File: src/rtl/seq_pkg.sv
// Purpose: constants and types of the command sequence runner
// Assumes: 32-bit AXI4-Lite register port, 250 MHz clock
// Notes: table entry word = value[31:16] delay[15:8] func[7:5] next[4:0]
package seq_pkg;
  localparam int          CLK_HZ      = 250_000_000;
  localparam int          SECOND_S    = 1;
  localparam int          CYC_PER_SEC = CLK_HZ * SECOND_S;
  localparam int          N_CMD       = 20;
  localparam logic [11:0] A_CTRL      = 12'h000;
  localparam logic [11:0] A_LIST      = 12'h004;
  localparam logic [11:0] A_TGT_LOOPS = 12'h008;
  localparam logic [11:0] A_TGT_TIME  = 12'h00C;
  localparam logic [11:0] A_CMD_TMO   = 12'h010;
  localparam logic [11:0] A_SAVE_PER  = 12'h014;
  localparam logic [11:0] A_STATUS    = 12'h018;
  localparam logic [11:0] A_LOOP_CNT  = 12'h01C;
  localparam logic [11:0] A_LOOP_TIME = 12'h020;
  localparam logic [11:0] A_RUN_TIME  = 12'h024;
  localparam logic [11:0] A_TABLE     = 12'h080;
  localparam logic [11:0] CTRL_MASK   = 12'h3FF;
  // ctrl field positions
  localparam int C_EN = 0, C_RUN = 1, C_RES = 2, C_AUTO = 4, C_HALT = 6;
  localparam int C_TACT = 7, C_PERS = 8;
  // list field positions
  localparam int L_START = 0, L_LAST = 8, L_PFIRST = 16, L_PLAST = 24;
  localparam int L_PEN = 31;
  localparam logic [1:0] RES_PRE = 2'h0, RES_NOPRE = 2'h1, RES_CONT = 2'h2;
  localparam logic [1:0] AUTO_NO = 2'h0, AUTO_PRE = 2'h1;
  localparam logic [1:0] PERS_LOOPS = 2'h1, PERS_TIME = 2'h2;
  localparam logic [7:0] DLY_TARGET = 8'hFF;
  localparam logic [1:0] RESP_OK = 2'h0, RESP_SLVERR = 2'h2;
  typedef enum logic [2:0] {ST_IDLE, ST_RUNNING, ST_STOPPING, ST_STOPPED,
                            ST_FINISHED, ST_TIMEOUT, ST_ERROR} seq_state_t;
  typedef enum logic [1:0] {PH_ISSUE, PH_BUSY, PH_DELAY} phase_t;
  typedef enum logic [2:0] {F_PARAM, F_OPEN, F_CLOSE, F_POSITION, F_PRESSURE,
                            F_LEARN, F_HOMING, F_DELAY} func_t;
endpackage : seq_pkg

File: src/rtl/command_sequence_runner.sv
// Purpose: table-driven command sequencer with AXI4-Lite registers
// Assumes: cmd_done, cmd_fault, restart_req and nv_* come from clk logic
// Notes: cmd_valid and cmd_abort are one-cycle pulses
//
// Decided for this implementation: the AXI4-Lite register port and the placing of the registers.
`timescale 1ns/1ns
`default_nettype none
module command_sequence_runner #(
  parameter int SEC_CYCLES = seq_pkg::CYC_PER_SEC
) (
  input  wire logic        clk,
  input  wire logic        rst_n,
  input  wire logic [11:0] s_axi_awaddr,
  input  wire logic        s_axi_awvalid,
  output logic             s_axi_awready,
  input  wire logic [31:0] s_axi_wdata,
  input  wire logic [3:0]  s_axi_wstrb,
  input  wire logic        s_axi_wvalid,
  output logic             s_axi_wready,
  output logic [1:0]       s_axi_bresp,
  output logic             s_axi_bvalid,
  input  wire logic        s_axi_bready,
  input  wire logic [11:0] s_axi_araddr,
  input  wire logic        s_axi_arvalid,
  output logic             s_axi_arready,
  output logic [31:0]      s_axi_rdata,
  output logic [1:0]       s_axi_rresp,
  output logic             s_axi_rvalid,
  input  wire logic        s_axi_rready,
  output logic             cmd_valid,
  output logic [2:0]       cmd_func,
  output logic [15:0]      cmd_value,
  output logic             cmd_abort,
  input  wire logic        cmd_done,
  input  wire logic        cmd_fault,
  input  wire logic        restart_req,
  input  wire logic [31:0] nv_loops,
  input  wire logic [31:0] nv_time,
  output logic             save_stb,
  output logic [31:0]      save_loops,
  output logic [31:0]      save_time
);
  import seq_pkg::*;

  ////////////////////////////////////////////////////////////////////////
  // register storage
  logic [9:0]  ctrl_r;
  logic [31:0] list_r;
  logic [31:0] tgt_loops_r, tgt_time_r, cmd_tmo_r, save_per_r;
  logic [31:0] tbl [N_CMD];
  logic [11:0] awaddr_q;
  logic [31:0] wdata_q;
  logic [3:0]  wstrb_q;
  logic        aw_got_r, w_got_r;
  seq_state_t  st_r;
  phase_t      ph_r;
  logic [4:0]  cur_r;
  logic        in_pre_r, run_q;
  logic [31:0] loop_cnt_r, loop_time_r, run_time_r;
  logic [31:0] wait_r, sec_cnt_r, save_cnt_r;
  logic [15:0] dly_r;
  logic        tick_r;

  // table slot hit and index
  function automatic logic tbl_hit(input logic [11:0] a);
    tbl_hit = a >= A_TABLE && a < A_TABLE + 12'(4 * N_CMD) && a[1:0] == 2'h0;
  endfunction : tbl_hit

  function automatic logic [4:0] tbl_idx(input logic [11:0] a);
    logic [11:0] d;
    d = a - A_TABLE;
    tbl_idx = d[6:2];
  endfunction : tbl_idx

  // byte-lane merge
  function automatic logic [31:0] merge(input logic [31:0] o,
                                        input logic [31:0] n,
                                        input logic [3:0]  s);
    logic [31:0] r;
    r = o;
    for (int i = 0; i < 4; i++) begin
      if (s[i]) r[8*i +: 8] = n[8*i +: 8];
    end
    merge = r;
  endfunction : merge

  function automatic logic reg_hit(input logic [11:0] a, input logic wr);
    case (a)
      A_CTRL, A_LIST, A_TGT_LOOPS, A_TGT_TIME, A_CMD_TMO, A_SAVE_PER:
        reg_hit = 1'b1;
      A_STATUS, A_LOOP_CNT, A_LOOP_TIME, A_RUN_TIME: reg_hit = !wr;
      default: reg_hit = tbl_hit(a);
    endcase
  endfunction : reg_hit

  // field views
  logic       en, run, halt, tmo_stop;
  logic [1:0] res_pol, auto_mode, pers;
  logic [4:0] start_idx, loop_last, pre_first, pre_last;
  logic       pre_en;
  assign en        = ctrl_r[C_EN];
  assign run       = ctrl_r[C_RUN];
  assign res_pol   = ctrl_r[C_RES +: 2];
  assign auto_mode = ctrl_r[C_AUTO +: 2];
  assign halt      = ctrl_r[C_HALT];
  assign tmo_stop  = ctrl_r[C_TACT];
  assign pers      = ctrl_r[C_PERS +: 2];
  assign start_idx = list_r[L_START +: 5];
  assign loop_last = list_r[L_LAST +: 5];
  assign pre_first = list_r[L_PFIRST +: 5];
  assign pre_last  = list_r[L_PLAST +: 5];
  assign pre_en    = list_r[L_PEN];

  ////////////////////////////////////////////////////////////////////////
  // AXI4-Lite write channel
  logic wr_go;
  assign wr_go = aw_got_r && w_got_r && !s_axi_bvalid;

  always_ff @(posedge clk) begin
    if (!rst_n) begin
      s_axi_awready <= 1'b1;
      s_axi_wready  <= 1'b1;
      s_axi_bvalid  <= 1'b0;
      s_axi_bresp   <= RESP_OK;
      aw_got_r      <= 1'b0;
      w_got_r       <= 1'b0;
      awaddr_q      <= 12'h000;
      wdata_q       <= 32'h0000_0000;
      wstrb_q       <= 4'h0;
    end else begin
      if (s_axi_awvalid && s_axi_awready) begin
        awaddr_q      <= s_axi_awaddr;
        aw_got_r      <= 1'b1;
        s_axi_awready <= 1'b0;
      end
      if (s_axi_wvalid && s_axi_wready) begin
        wdata_q      <= s_axi_wdata;
        wstrb_q      <= s_axi_wstrb;
        w_got_r      <= 1'b1;
        s_axi_wready <= 1'b0;
      end
      if (wr_go) begin
        s_axi_bvalid <= 1'b1;
        s_axi_bresp  <= reg_hit(awaddr_q, 1'b1) ? RESP_OK : RESP_SLVERR;
        aw_got_r     <= 1'b0;
        w_got_r      <= 1'b0;
      end
      if (s_axi_bvalid && s_axi_bready) begin
        s_axi_bvalid  <= 1'b0;
        s_axi_awready <= 1'b1;
        s_axi_wready  <= 1'b1;
      end
    end
  end

  // config register writes
  always_ff @(posedge clk) begin
    if (!rst_n) begin
      ctrl_r      <= 10'h000;
      list_r      <= 32'h0000_0000;
      tgt_loops_r <= 32'h0000_0000;
      tgt_time_r  <= 32'h0000_0000;
      cmd_tmo_r   <= 32'h0000_0000;
      save_per_r  <= 32'h0000_0000;
    end else if (wr_go) begin
      case (awaddr_q)
        A_CTRL: ctrl_r <= 10'(merge(32'(ctrl_r), wdata_q, wstrb_q));
        A_LIST:      list_r      <= merge(list_r, wdata_q, wstrb_q);
        A_TGT_LOOPS: tgt_loops_r <= merge(tgt_loops_r, wdata_q, wstrb_q);
        A_TGT_TIME:  tgt_time_r  <= merge(tgt_time_r, wdata_q, wstrb_q);
        A_CMD_TMO:   cmd_tmo_r   <= merge(cmd_tmo_r, wdata_q, wstrb_q);
        A_SAVE_PER:  save_per_r  <= merge(save_per_r, wdata_q, wstrb_q);
        default: ;
      endcase
    end
  end

  // command table, twenty words
  always_ff @(posedge clk) begin
    if (wr_go && tbl_hit(awaddr_q)) begin
      tbl[tbl_idx(awaddr_q)] <= merge(tbl[tbl_idx(awaddr_q)], wdata_q,
                                      wstrb_q);
    end
  end

  ////////////////////////////////////////////////////////////////////////
  // AXI4-Lite read channel
  always_ff @(posedge clk) begin
    if (!rst_n) begin
      s_axi_arready <= 1'b1;
      s_axi_rvalid  <= 1'b0;
      s_axi_rdata   <= 32'h0000_0000;
      s_axi_rresp   <= RESP_OK;
    end else if (s_axi_arvalid && s_axi_arready) begin
      s_axi_arready <= 1'b0;
      s_axi_rvalid  <= 1'b1;
      s_axi_rresp   <= reg_hit(s_axi_araddr, 1'b0) ? RESP_OK : RESP_SLVERR;
      case (s_axi_araddr)
        A_CTRL:      s_axi_rdata <= {22'h000000, ctrl_r};
        A_LIST:      s_axi_rdata <= list_r;
        A_TGT_LOOPS: s_axi_rdata <= tgt_loops_r;
        A_TGT_TIME:  s_axi_rdata <= tgt_time_r;
        A_CMD_TMO:   s_axi_rdata <= cmd_tmo_r;
        A_SAVE_PER:  s_axi_rdata <= save_per_r;
        A_STATUS:    s_axi_rdata <= {19'h0, cur_r, 5'h0, st_r};
        A_LOOP_CNT:  s_axi_rdata <= loop_cnt_r;
        A_LOOP_TIME: s_axi_rdata <= loop_time_r;
        A_RUN_TIME:  s_axi_rdata <= run_time_r;
        default: begin
          s_axi_rdata <= tbl_hit(s_axi_araddr) ?
                         tbl[tbl_idx(s_axi_araddr)] : 32'h0000_0000;
        end
      endcase
    end else if (s_axi_rvalid && s_axi_rready) begin
      s_axi_rvalid  <= 1'b0;
      s_axi_arready <= 1'b1;
    end
  end

  ////////////////////////////////////////////////////////////////////////
  // current entry decode and successor choice
  logic [31:0] ent;
  logic [2:0]  e_func;
  logic [4:0]  e_next;
  logic [7:0]  e_dly;
  logic [15:0] e_val;
  logic [4:0]  adv_idx;
  logic        adv_pre, adv_wrap, run_rise, start_go, start_pre, keep_pos;
  logic        adv_now, fin_now, tmo_hit, done_ok;
  assign ent    = tbl[cur_r];
  assign e_func = ent[7:5];
  assign e_next = ent[4:0];
  assign e_dly  = ent[15:8];
  assign e_val  = ent[31:16];
  assign run_rise = run && !run_q;
  assign tmo_hit = tick_r && cmd_tmo_r != 32'h0000_0000 &&
                   wait_r + 32'h0000_0001 >= cmd_tmo_r;
  assign done_ok = (e_dly != DLY_TARGET) || cmd_done;

  always_comb begin
    adv_idx  = e_next;
    adv_pre  = in_pre_r;
    adv_wrap = 1'b0;
    if (in_pre_r && cur_r == pre_last) begin
      adv_idx = start_idx;
      adv_pre = 1'b0;
    end else if (!in_pre_r && cur_r == loop_last) begin
      adv_idx  = start_idx;
      adv_wrap = 1'b1;
    end
  end

  // advance, start and finish decisions
  always_comb begin
    adv_now = 1'b0;
    if (st_r == ST_RUNNING && en && run) begin
      case (ph_r)
        PH_BUSY: begin
          adv_now = (cmd_fault && !halt) ||
                    (!cmd_fault && done_ok && e_dly[7] &&
                     e_func != F_DELAY) ||
                    (!cmd_fault && !done_ok && tmo_hit && !tmo_stop);
        end
        PH_DELAY: adv_now = dly_r == 16'h0000;
        default:  adv_now = 1'b0;
      endcase
    end
    fin_now = adv_now && adv_wrap && tgt_loops_r != 32'h0000_0000 &&
              loop_cnt_r + 32'h0000_0001 == tgt_loops_r;
    start_go  = 1'b0;
    start_pre = 1'b1;
    keep_pos  = 1'b0;
    case (st_r)
      ST_IDLE, ST_FINISHED, ST_TIMEOUT, ST_ERROR: begin
        start_go = run_rise && en;
      end
      ST_STOPPED: begin
        start_go  = run_rise && en;
        start_pre = res_pol == RES_PRE;
        keep_pos  = res_pol == RES_CONT;
      end
      default: start_go = 1'b0;
    endcase
  end

  ////////////////////////////////////////////////////////////////////////
  // sequence state machine
  always_ff @(posedge clk) begin
    if (!rst_n) begin
      st_r      <= ST_IDLE;
      ph_r      <= PH_ISSUE;
      cur_r     <= 5'h00;
      in_pre_r  <= 1'b0;
      run_q     <= 1'b0;
      wait_r    <= 32'h0000_0000;
      dly_r     <= 16'h0000;
      cmd_valid <= 1'b0;
      cmd_abort <= 1'b0;
      cmd_func  <= 3'h0;
      cmd_value <= 16'h0000;
    end else begin
      run_q     <= run;
      cmd_valid <= 1'b0;
      cmd_abort <= 1'b0;
      if (restart_req) begin
        st_r <= ST_IDLE;
        ph_r <= PH_ISSUE;
        if (auto_mode != AUTO_NO && en) begin
          st_r     <= ST_RUNNING;
          in_pre_r <= auto_mode == AUTO_PRE && pre_en;
          cur_r    <= (auto_mode == AUTO_PRE && pre_en) ? pre_first : start_idx;
        end
      end else if (start_go) begin
        st_r <= ST_RUNNING;
        ph_r <= PH_ISSUE;
        if (keep_pos) begin
          cur_r    <= adv_idx;
          in_pre_r <= adv_pre;
        end else begin
          in_pre_r <= start_pre && pre_en;
          cur_r    <= (start_pre && pre_en) ? pre_first : start_idx;
        end
      end else begin
        case (st_r)
          ST_RUNNING: begin
            if (!en || !run) begin
              st_r      <= ST_STOPPING;
              cmd_abort <= ph_r == PH_BUSY;
            end else if (tgt_time_r != 32'h0000_0000 &&
                         run_time_r >= tgt_time_r) begin
              st_r <= ST_FINISHED;
            end else if (adv_now) begin
              ph_r     <= PH_ISSUE;
              cur_r    <= adv_idx;
              in_pre_r <= adv_pre;
              if (fin_now) st_r <= ST_FINISHED;
              cmd_abort <= ph_r == PH_BUSY && !cmd_fault && !done_ok;
            end else begin
              case (ph_r)
                PH_ISSUE: begin
                  cmd_valid <= 1'b1;
                  cmd_func  <= e_func;
                  cmd_value <= e_val;
                  wait_r    <= 32'h0000_0000;
                  ph_r      <= PH_BUSY;
                end
                PH_BUSY: begin
                  if (tick_r) wait_r <= wait_r + 32'h0000_0001;
                  if (cmd_fault) begin
                    st_r <= ST_ERROR;
                  end else if (done_ok) begin
                    ph_r  <= PH_DELAY;
                    dly_r <= (e_func == F_DELAY) ? e_val : {8'h00, e_dly};
                  end else if (tmo_hit) begin
                    st_r      <= ST_TIMEOUT;
                    cmd_abort <= 1'b1;
                  end
                end
                PH_DELAY: begin
                  if (tick_r) dly_r <= dly_r - 16'h0001;
                end
                default: ph_r <= PH_ISSUE;
              endcase
            end
          end
          ST_STOPPING: st_r <= ST_STOPPED;
          default: ;
        endcase
      end
    end
  end

  ////////////////////////////////////////////////////////////////////////
  // second tick and progress counters
  always_ff @(posedge clk) begin
    if (!rst_n) begin
      sec_cnt_r <= 32'h0000_0000;
      tick_r    <= 1'b0;
    end else begin
      tick_r    <= sec_cnt_r == 32'(SEC_CYCLES - 1);
      sec_cnt_r <= (sec_cnt_r == 32'(SEC_CYCLES - 1)) ? 32'h0000_0000 :
                   sec_cnt_r + 32'h0000_0001;
    end
  end

  always_ff @(posedge clk) begin
    if (!rst_n) begin
      loop_cnt_r  <= 32'h0000_0000;
      loop_time_r <= 32'h0000_0000;
      run_time_r  <= 32'h0000_0000;
    end else if (restart_req) begin
      loop_cnt_r  <= (pers == PERS_LOOPS) ? nv_loops : 32'h0000_0000;
      run_time_r  <= (pers == PERS_TIME) ? nv_time : 32'h0000_0000;
      loop_time_r <= 32'h0000_0000;
    end else if (start_go && !keep_pos) begin
      loop_cnt_r  <= 32'h0000_0000;
      loop_time_r <= 32'h0000_0000;
      run_time_r  <= 32'h0000_0000;
    end else begin
      if (adv_now && adv_wrap) begin
        loop_cnt_r  <= loop_cnt_r + 32'h0000_0001;
        loop_time_r <= 32'h0000_0000;
      end else if (tick_r && st_r == ST_RUNNING) begin
        loop_time_r <= loop_time_r + 32'h0000_0001;
      end
      if (tick_r && st_r == ST_RUNNING) begin
        run_time_r <= run_time_r + 32'h0000_0001;
      end
    end
  end

  // periodic saving of progress
  always_ff @(posedge clk) begin
    if (!rst_n) begin
      save_stb   <= 1'b0;
      save_loops <= 32'h0000_0000;
      save_time  <= 32'h0000_0000;
      save_cnt_r <= 32'h0000_0000;
    end else begin
      save_stb   <= 1'b0;
      save_loops <= loop_cnt_r;
      save_time  <= run_time_r;
      if (pers == PERS_LOOPS && adv_now && adv_wrap) begin
        save_stb   <= 1'b1;
        save_loops <= loop_cnt_r + 32'h0000_0001;
      end
      if (pers == PERS_TIME && tick_r && st_r == ST_RUNNING) begin
        if (save_cnt_r + 32'h0000_0001 >= save_per_r) begin
          save_stb   <= 1'b1;
          save_time  <= run_time_r + 32'h0000_0001;
          save_cnt_r <= 32'h0000_0000;
        end else begin
          save_cnt_r <= save_cnt_r + 32'h0000_0001;
        end
      end
    end
  end
endmodule : command_sequence_runner
`default_nettype wire

File: config.mk
export PLATFORM = sky130hd
export DESIGN_NAME = command_sequence_runner
export DESIGN_NICKNAME = d
export VERILOG_FILES = /design/src/rtl/seq_pkg.sv /design/src/rtl/command_sequence_runner.sv
export SDC_FILE = /design/constraint.sdc
export NUM_CORES = 2
export LEC_CHECK = 0
export BUFFER_PORTS_ARGS = -buffer_cell sky130_fd_sc_hd__buf_2
export CAP_MARGIN = 20
export CORE_UTILIZATION = 40
export DETAILED_ROUTE_END_ITERATION = 7
export HOLD_SLACK_MARGIN = 0.05
export SETUP_SLACK_MARGIN = 0.1
export SYNTH_ARGS = -nofsm -noshare
export SYNTH_HDL_FRONTEND = slang
export SYNTH_SLANG_ARGS = --single-unit
File: constraint.sdc
create_clock -name clk -period 6.7 [get_ports clk]
set_input_delay 1.005 -clock clk [delete_from_list [all_inputs] [get_ports clk]]
set_output_delay 1.005 -clock clk [all_outputs]
set_load 0.01 [all_outputs]
==> impl_metrics.csv <==
group,metric,value,unit
drt,post_drt_wl_per_cell,29.4,um
power_and_ir_drop,peakVddDrop,267,uV
synth,synth_area,61900,um^2
clocking,clk_pin_slew_worst_paths,0.06,ns
finish,drive_gt1_share,19.0,%
placement,place_hpwl,159,mm
grt,grt_pass1_wl,326,mm
synth,synth-seq-cells,1211,
sta,clock_skew,0.0328,ns
power_and_ir_drop,powerDensity,238,nW/um^2
floorplan,die_h,395,um
clocking,hold_buffers,0,
synth,synthAdderAreaFrac,2.16,%
sta,final-hold-violation-count,0,
setup_path,required,7.36,ns
clocking,clockRootBuffer,"clkbuf_16",
sta,drv_slew,0,
floorplan,chipWidth,395,um
sta,period_share,91.6,%
finish,largest_reg_flops,640,
clocking,cts_tree,"yes",
finish,largest_register,"tbl",
setup_path,critPathLaunchType,"register",
synth,synth_simple_gate_area_share,13.9,%
drt,drtIter0Drc,6394,
drt,vias_per_cell,6.33,
clocking,clk_path_buf_depth,3,
power_and_ir_drop,cellLeakagePower,24.7,nW
synth,synth_top_family_by_area,"multiplexers",
synth,synthXorXnorAreaFrac,2.58,%
synth,ys_types,88,
drt,drcViolationCount,2,
setup_path,arrival,6.80,ns
sta,fmax,163,MHz
grt,grt_overflow_total,0,
grt,grt_pass1_vias,45999,
finish,area_delta_synth_final,13.1,%
synth,synth_edf_count,640,
grt,antenna_found_initial,12,
floorplan,dieArea,156000,um^2
sta,post-route-min-period,6.14,ns
setup_path,r2r_slack,0.56,ns
clocking,cts-htree-levels,4,
sta,rsz0062_at_grt,"no",
floorplan,num_rows,143,
placement,port_buffers,258,
floorplan,core,153000,um^2
run_status,outcome,"finished, violations left",
synth,syn_avg_cell_area,11.3,um^2
synth,ys_seq_area_share,49.5,%
placement,dpl_worst_slack,0.637,ns
drt,routed_wl,228,mm
finish,final_cell_mix,"640 x edfxtp_1, 584 x nand2_1, 551 x dfxtp_1",
finish,final_common_cell,"edfxtp_1",
hold_path,min_path_type,"input pin to register",
sta,worstMarginPinSlew,1.25,ns
grt,grt_max_degree,186,
grt,grt_util_all_layers,28.5,%
floorplan,initial_core_util,40.5,%
synth,ys.flop_type,"edfxtp_1",
finish,fin_nets,5842,
setup_path,crit_fanout,45,
flow_run,drv_cap,0,
sta,setup_violations,0,
sta,fin_setup_tns,0,ns
sta,setup_slack,0.561,ns
placement,place_congestion,0.981,
drt,vias,49094,
synth,async_reset_ff_share,0,%
floorplan,io_pins,261,
synth,synth_compound_area_share,10.8,%
drt,antenna_left,0,
synth,synth_warnings,0,
synth,synth.area.mux_share,17.4,%
setup_path,crit_path_end_kind,"register",
drt,drtPass1Iterations,8,
setup_path,crit_type,"register to register",
synth,synthCells,5478,
finish,nFillCells,14125,
clocking,clk_latency,0.80,ns
clocking,cts_buffers,141,
run_status,failed_checks,"DRC",
clocking,numClockSinks,1211,
sta,slew_headroom,16.7,%
-- critical path, stage by stage, from the launching register on --
cell	delay [ns]
dfxtp_1	0.41
ha_1	0.27
nand3_1	0.21
or2_2	0.39
nor4_1	0.27
buf_4	0.20
nand4_1	0.28
nor3_2	0.40
nand3_1	0.19
xnor2_1	0.16
ha_1	0.31
a21oi_1	0.16
nand2_1	0.07
a221oi_1	0.39
a21oi_1	0.21
and3b_1	0.24
and4_1	0.33
nor3_4	0.15
buf_4	0.49
nand2_1	0.43
o311a_1	0.44
-- cell type report --
cell class / count / area, um^2 / area share, %
well taps: 2030 / 2540 / 3.63
multi-input cells: 3706 / 29100 / 41.6
flip-flops and latches: 1211 / 30700 / 43.8
clock buffers: 188 / 3950 / 5.65
clock inverters: 69 / 649 / 0.928
repair buffers: 396 / 2490 / 3.56
inverters: 145 / 552 / 0.789
diodes: 6 / 15.0 / 0.0215
-- synth_stat cells (all sizes together), types with 13 or more instances --
| library cell | number | area share, % |
|---|---|---|
| clkbuf | 320 | 1.9 |
| a22oi | 55 | 0.67 |
| and4 | 27 | 0.38 |
| and3 | 64 | 0.65 |
| a21o | 27 | 0.33 |
| nor2 | 437 | 2.7 |
| nand4 | 95 | 0.96 |
| a222oi | 25 | 0.40 |
| a2111oi | 17 | 0.24 |
| nor4 | 84 | 0.85 |
| a31oi | 72 | 0.73 |
| or3 | 30 | 0.30 |
| nand3 | 250 | 2.0 |
| a41oi | 17 | 0.24 |
| nand2b | 56 | 0.57 |
| o32ai | 17 | 0.24 |
| buf | 97 | 0.88 |
| and2 | 40 | 0.40 |
| or2 | 13 | 0.13 |
| inv | 142 | 0.86 |
| xnor2 | 99 | 1.4 |
| ha | 107 | 2.2 |
| mux4 | 362 | 13 |
| a311oi | 29 | 0.41 |
| nor2b | 17 | 0.17 |
| a221o | 18 | 0.29 |
| a21oi | 309 | 2.5 |
| o221a | 33 | 0.60 |
| a221oi | 25 | 0.35 |
| o22ai | 16 | 0.17 |
| o31ai | 40 | 0.50 |
| o21ai | 136 | 1.1 |
| dfxtp | 571 | 18 |
| xor2 | 78 | 1.1 |
| nor3 | 80 | 0.67 |
| a211oi | 38 | 0.48 |
| mux2i | 249 | 4.0 |
| a22o | 22 | 0.31 |
| edfxtp | 640 | 31 |
| nand2 | 585 | 3.5 |
-- logic make-up after synthesis --
| family | Yosys count |
|---|---|
| xor+xnor | 179 |
| compound gates | 978 |
| other cells | 1 |
| fa+ha+maj | 107 |
| mux | 620 |
| simple gates | 1820 |
| buf+inv | 562 |
| flops | 1211 |
-- per-stage QoR --
| step | instances | util, % | hold WS, ns | power, W | cell area, um^2 |
|---|---|---|---|---|---|
| 2_1_floorplan | 5479 | - | 0.436 | 0.00859 | 61900 |
| 6_report | 7751 | 45.8 | 0.433 | 0.0167 | 70000 |
| 5_1_grt | 7745 | 45.8 | 0.403 | 0.0171 | 70000 |
| 4_1_cts | 7735 | 45.7 | 0.367 | 0.0167 | 69800 |
| 3_5_place_dp | 7478 | 42.7 | 0.449 | 0.00904 | 65200 |
| 3_3_place_gp | 7473 | 42.6 | 0.444 | 0.00903 | 65200 |
-- what timing repair did --
action                                  in CTS  in global routing
gates resized for setup                      0                  1
endpoints found under the setup margin       0                  1
buffers inserted                             0                  0
-- final timing paths --
check	startpoint	to	cells past startpoint
worst max-delay path	wait_r[0]	wait_r[5]	20
worst min register to register	wdata_q[3]	wdata_q[3]	2
worst min-delay path	s_axi_wvalid	s_axi_wready	2
worst max register to register	wait_r[0]	wait_r[5]	20
-- report_power, final --
| group | total, W | leakage, nW | internal (W) | switching, W |
|---|---|---|---|---|
| registers | 0.00799 | 11.0 | 0.00785 | 0.000146 |
| clock network | 0.00774 | 2.26 | 0.00447 | 0.00327 |
| logic | 0.000922 | 11.5 | 0.000330 | 0.000592 |
| total | 0.0167 | 24.7 | 0.0126 | 0.00400 |
-- metal layers --
layer,share of wire (%),track usage (%),vias to the layer above
met3,12,8.60,493
met4,4.2,11.1,8
met5,0.025,0,-
li1,-,-,21205
met2,44,42.5,2973
met1,40,38.8,24415
Note: power is estimated with default switching activity, not from simulation.
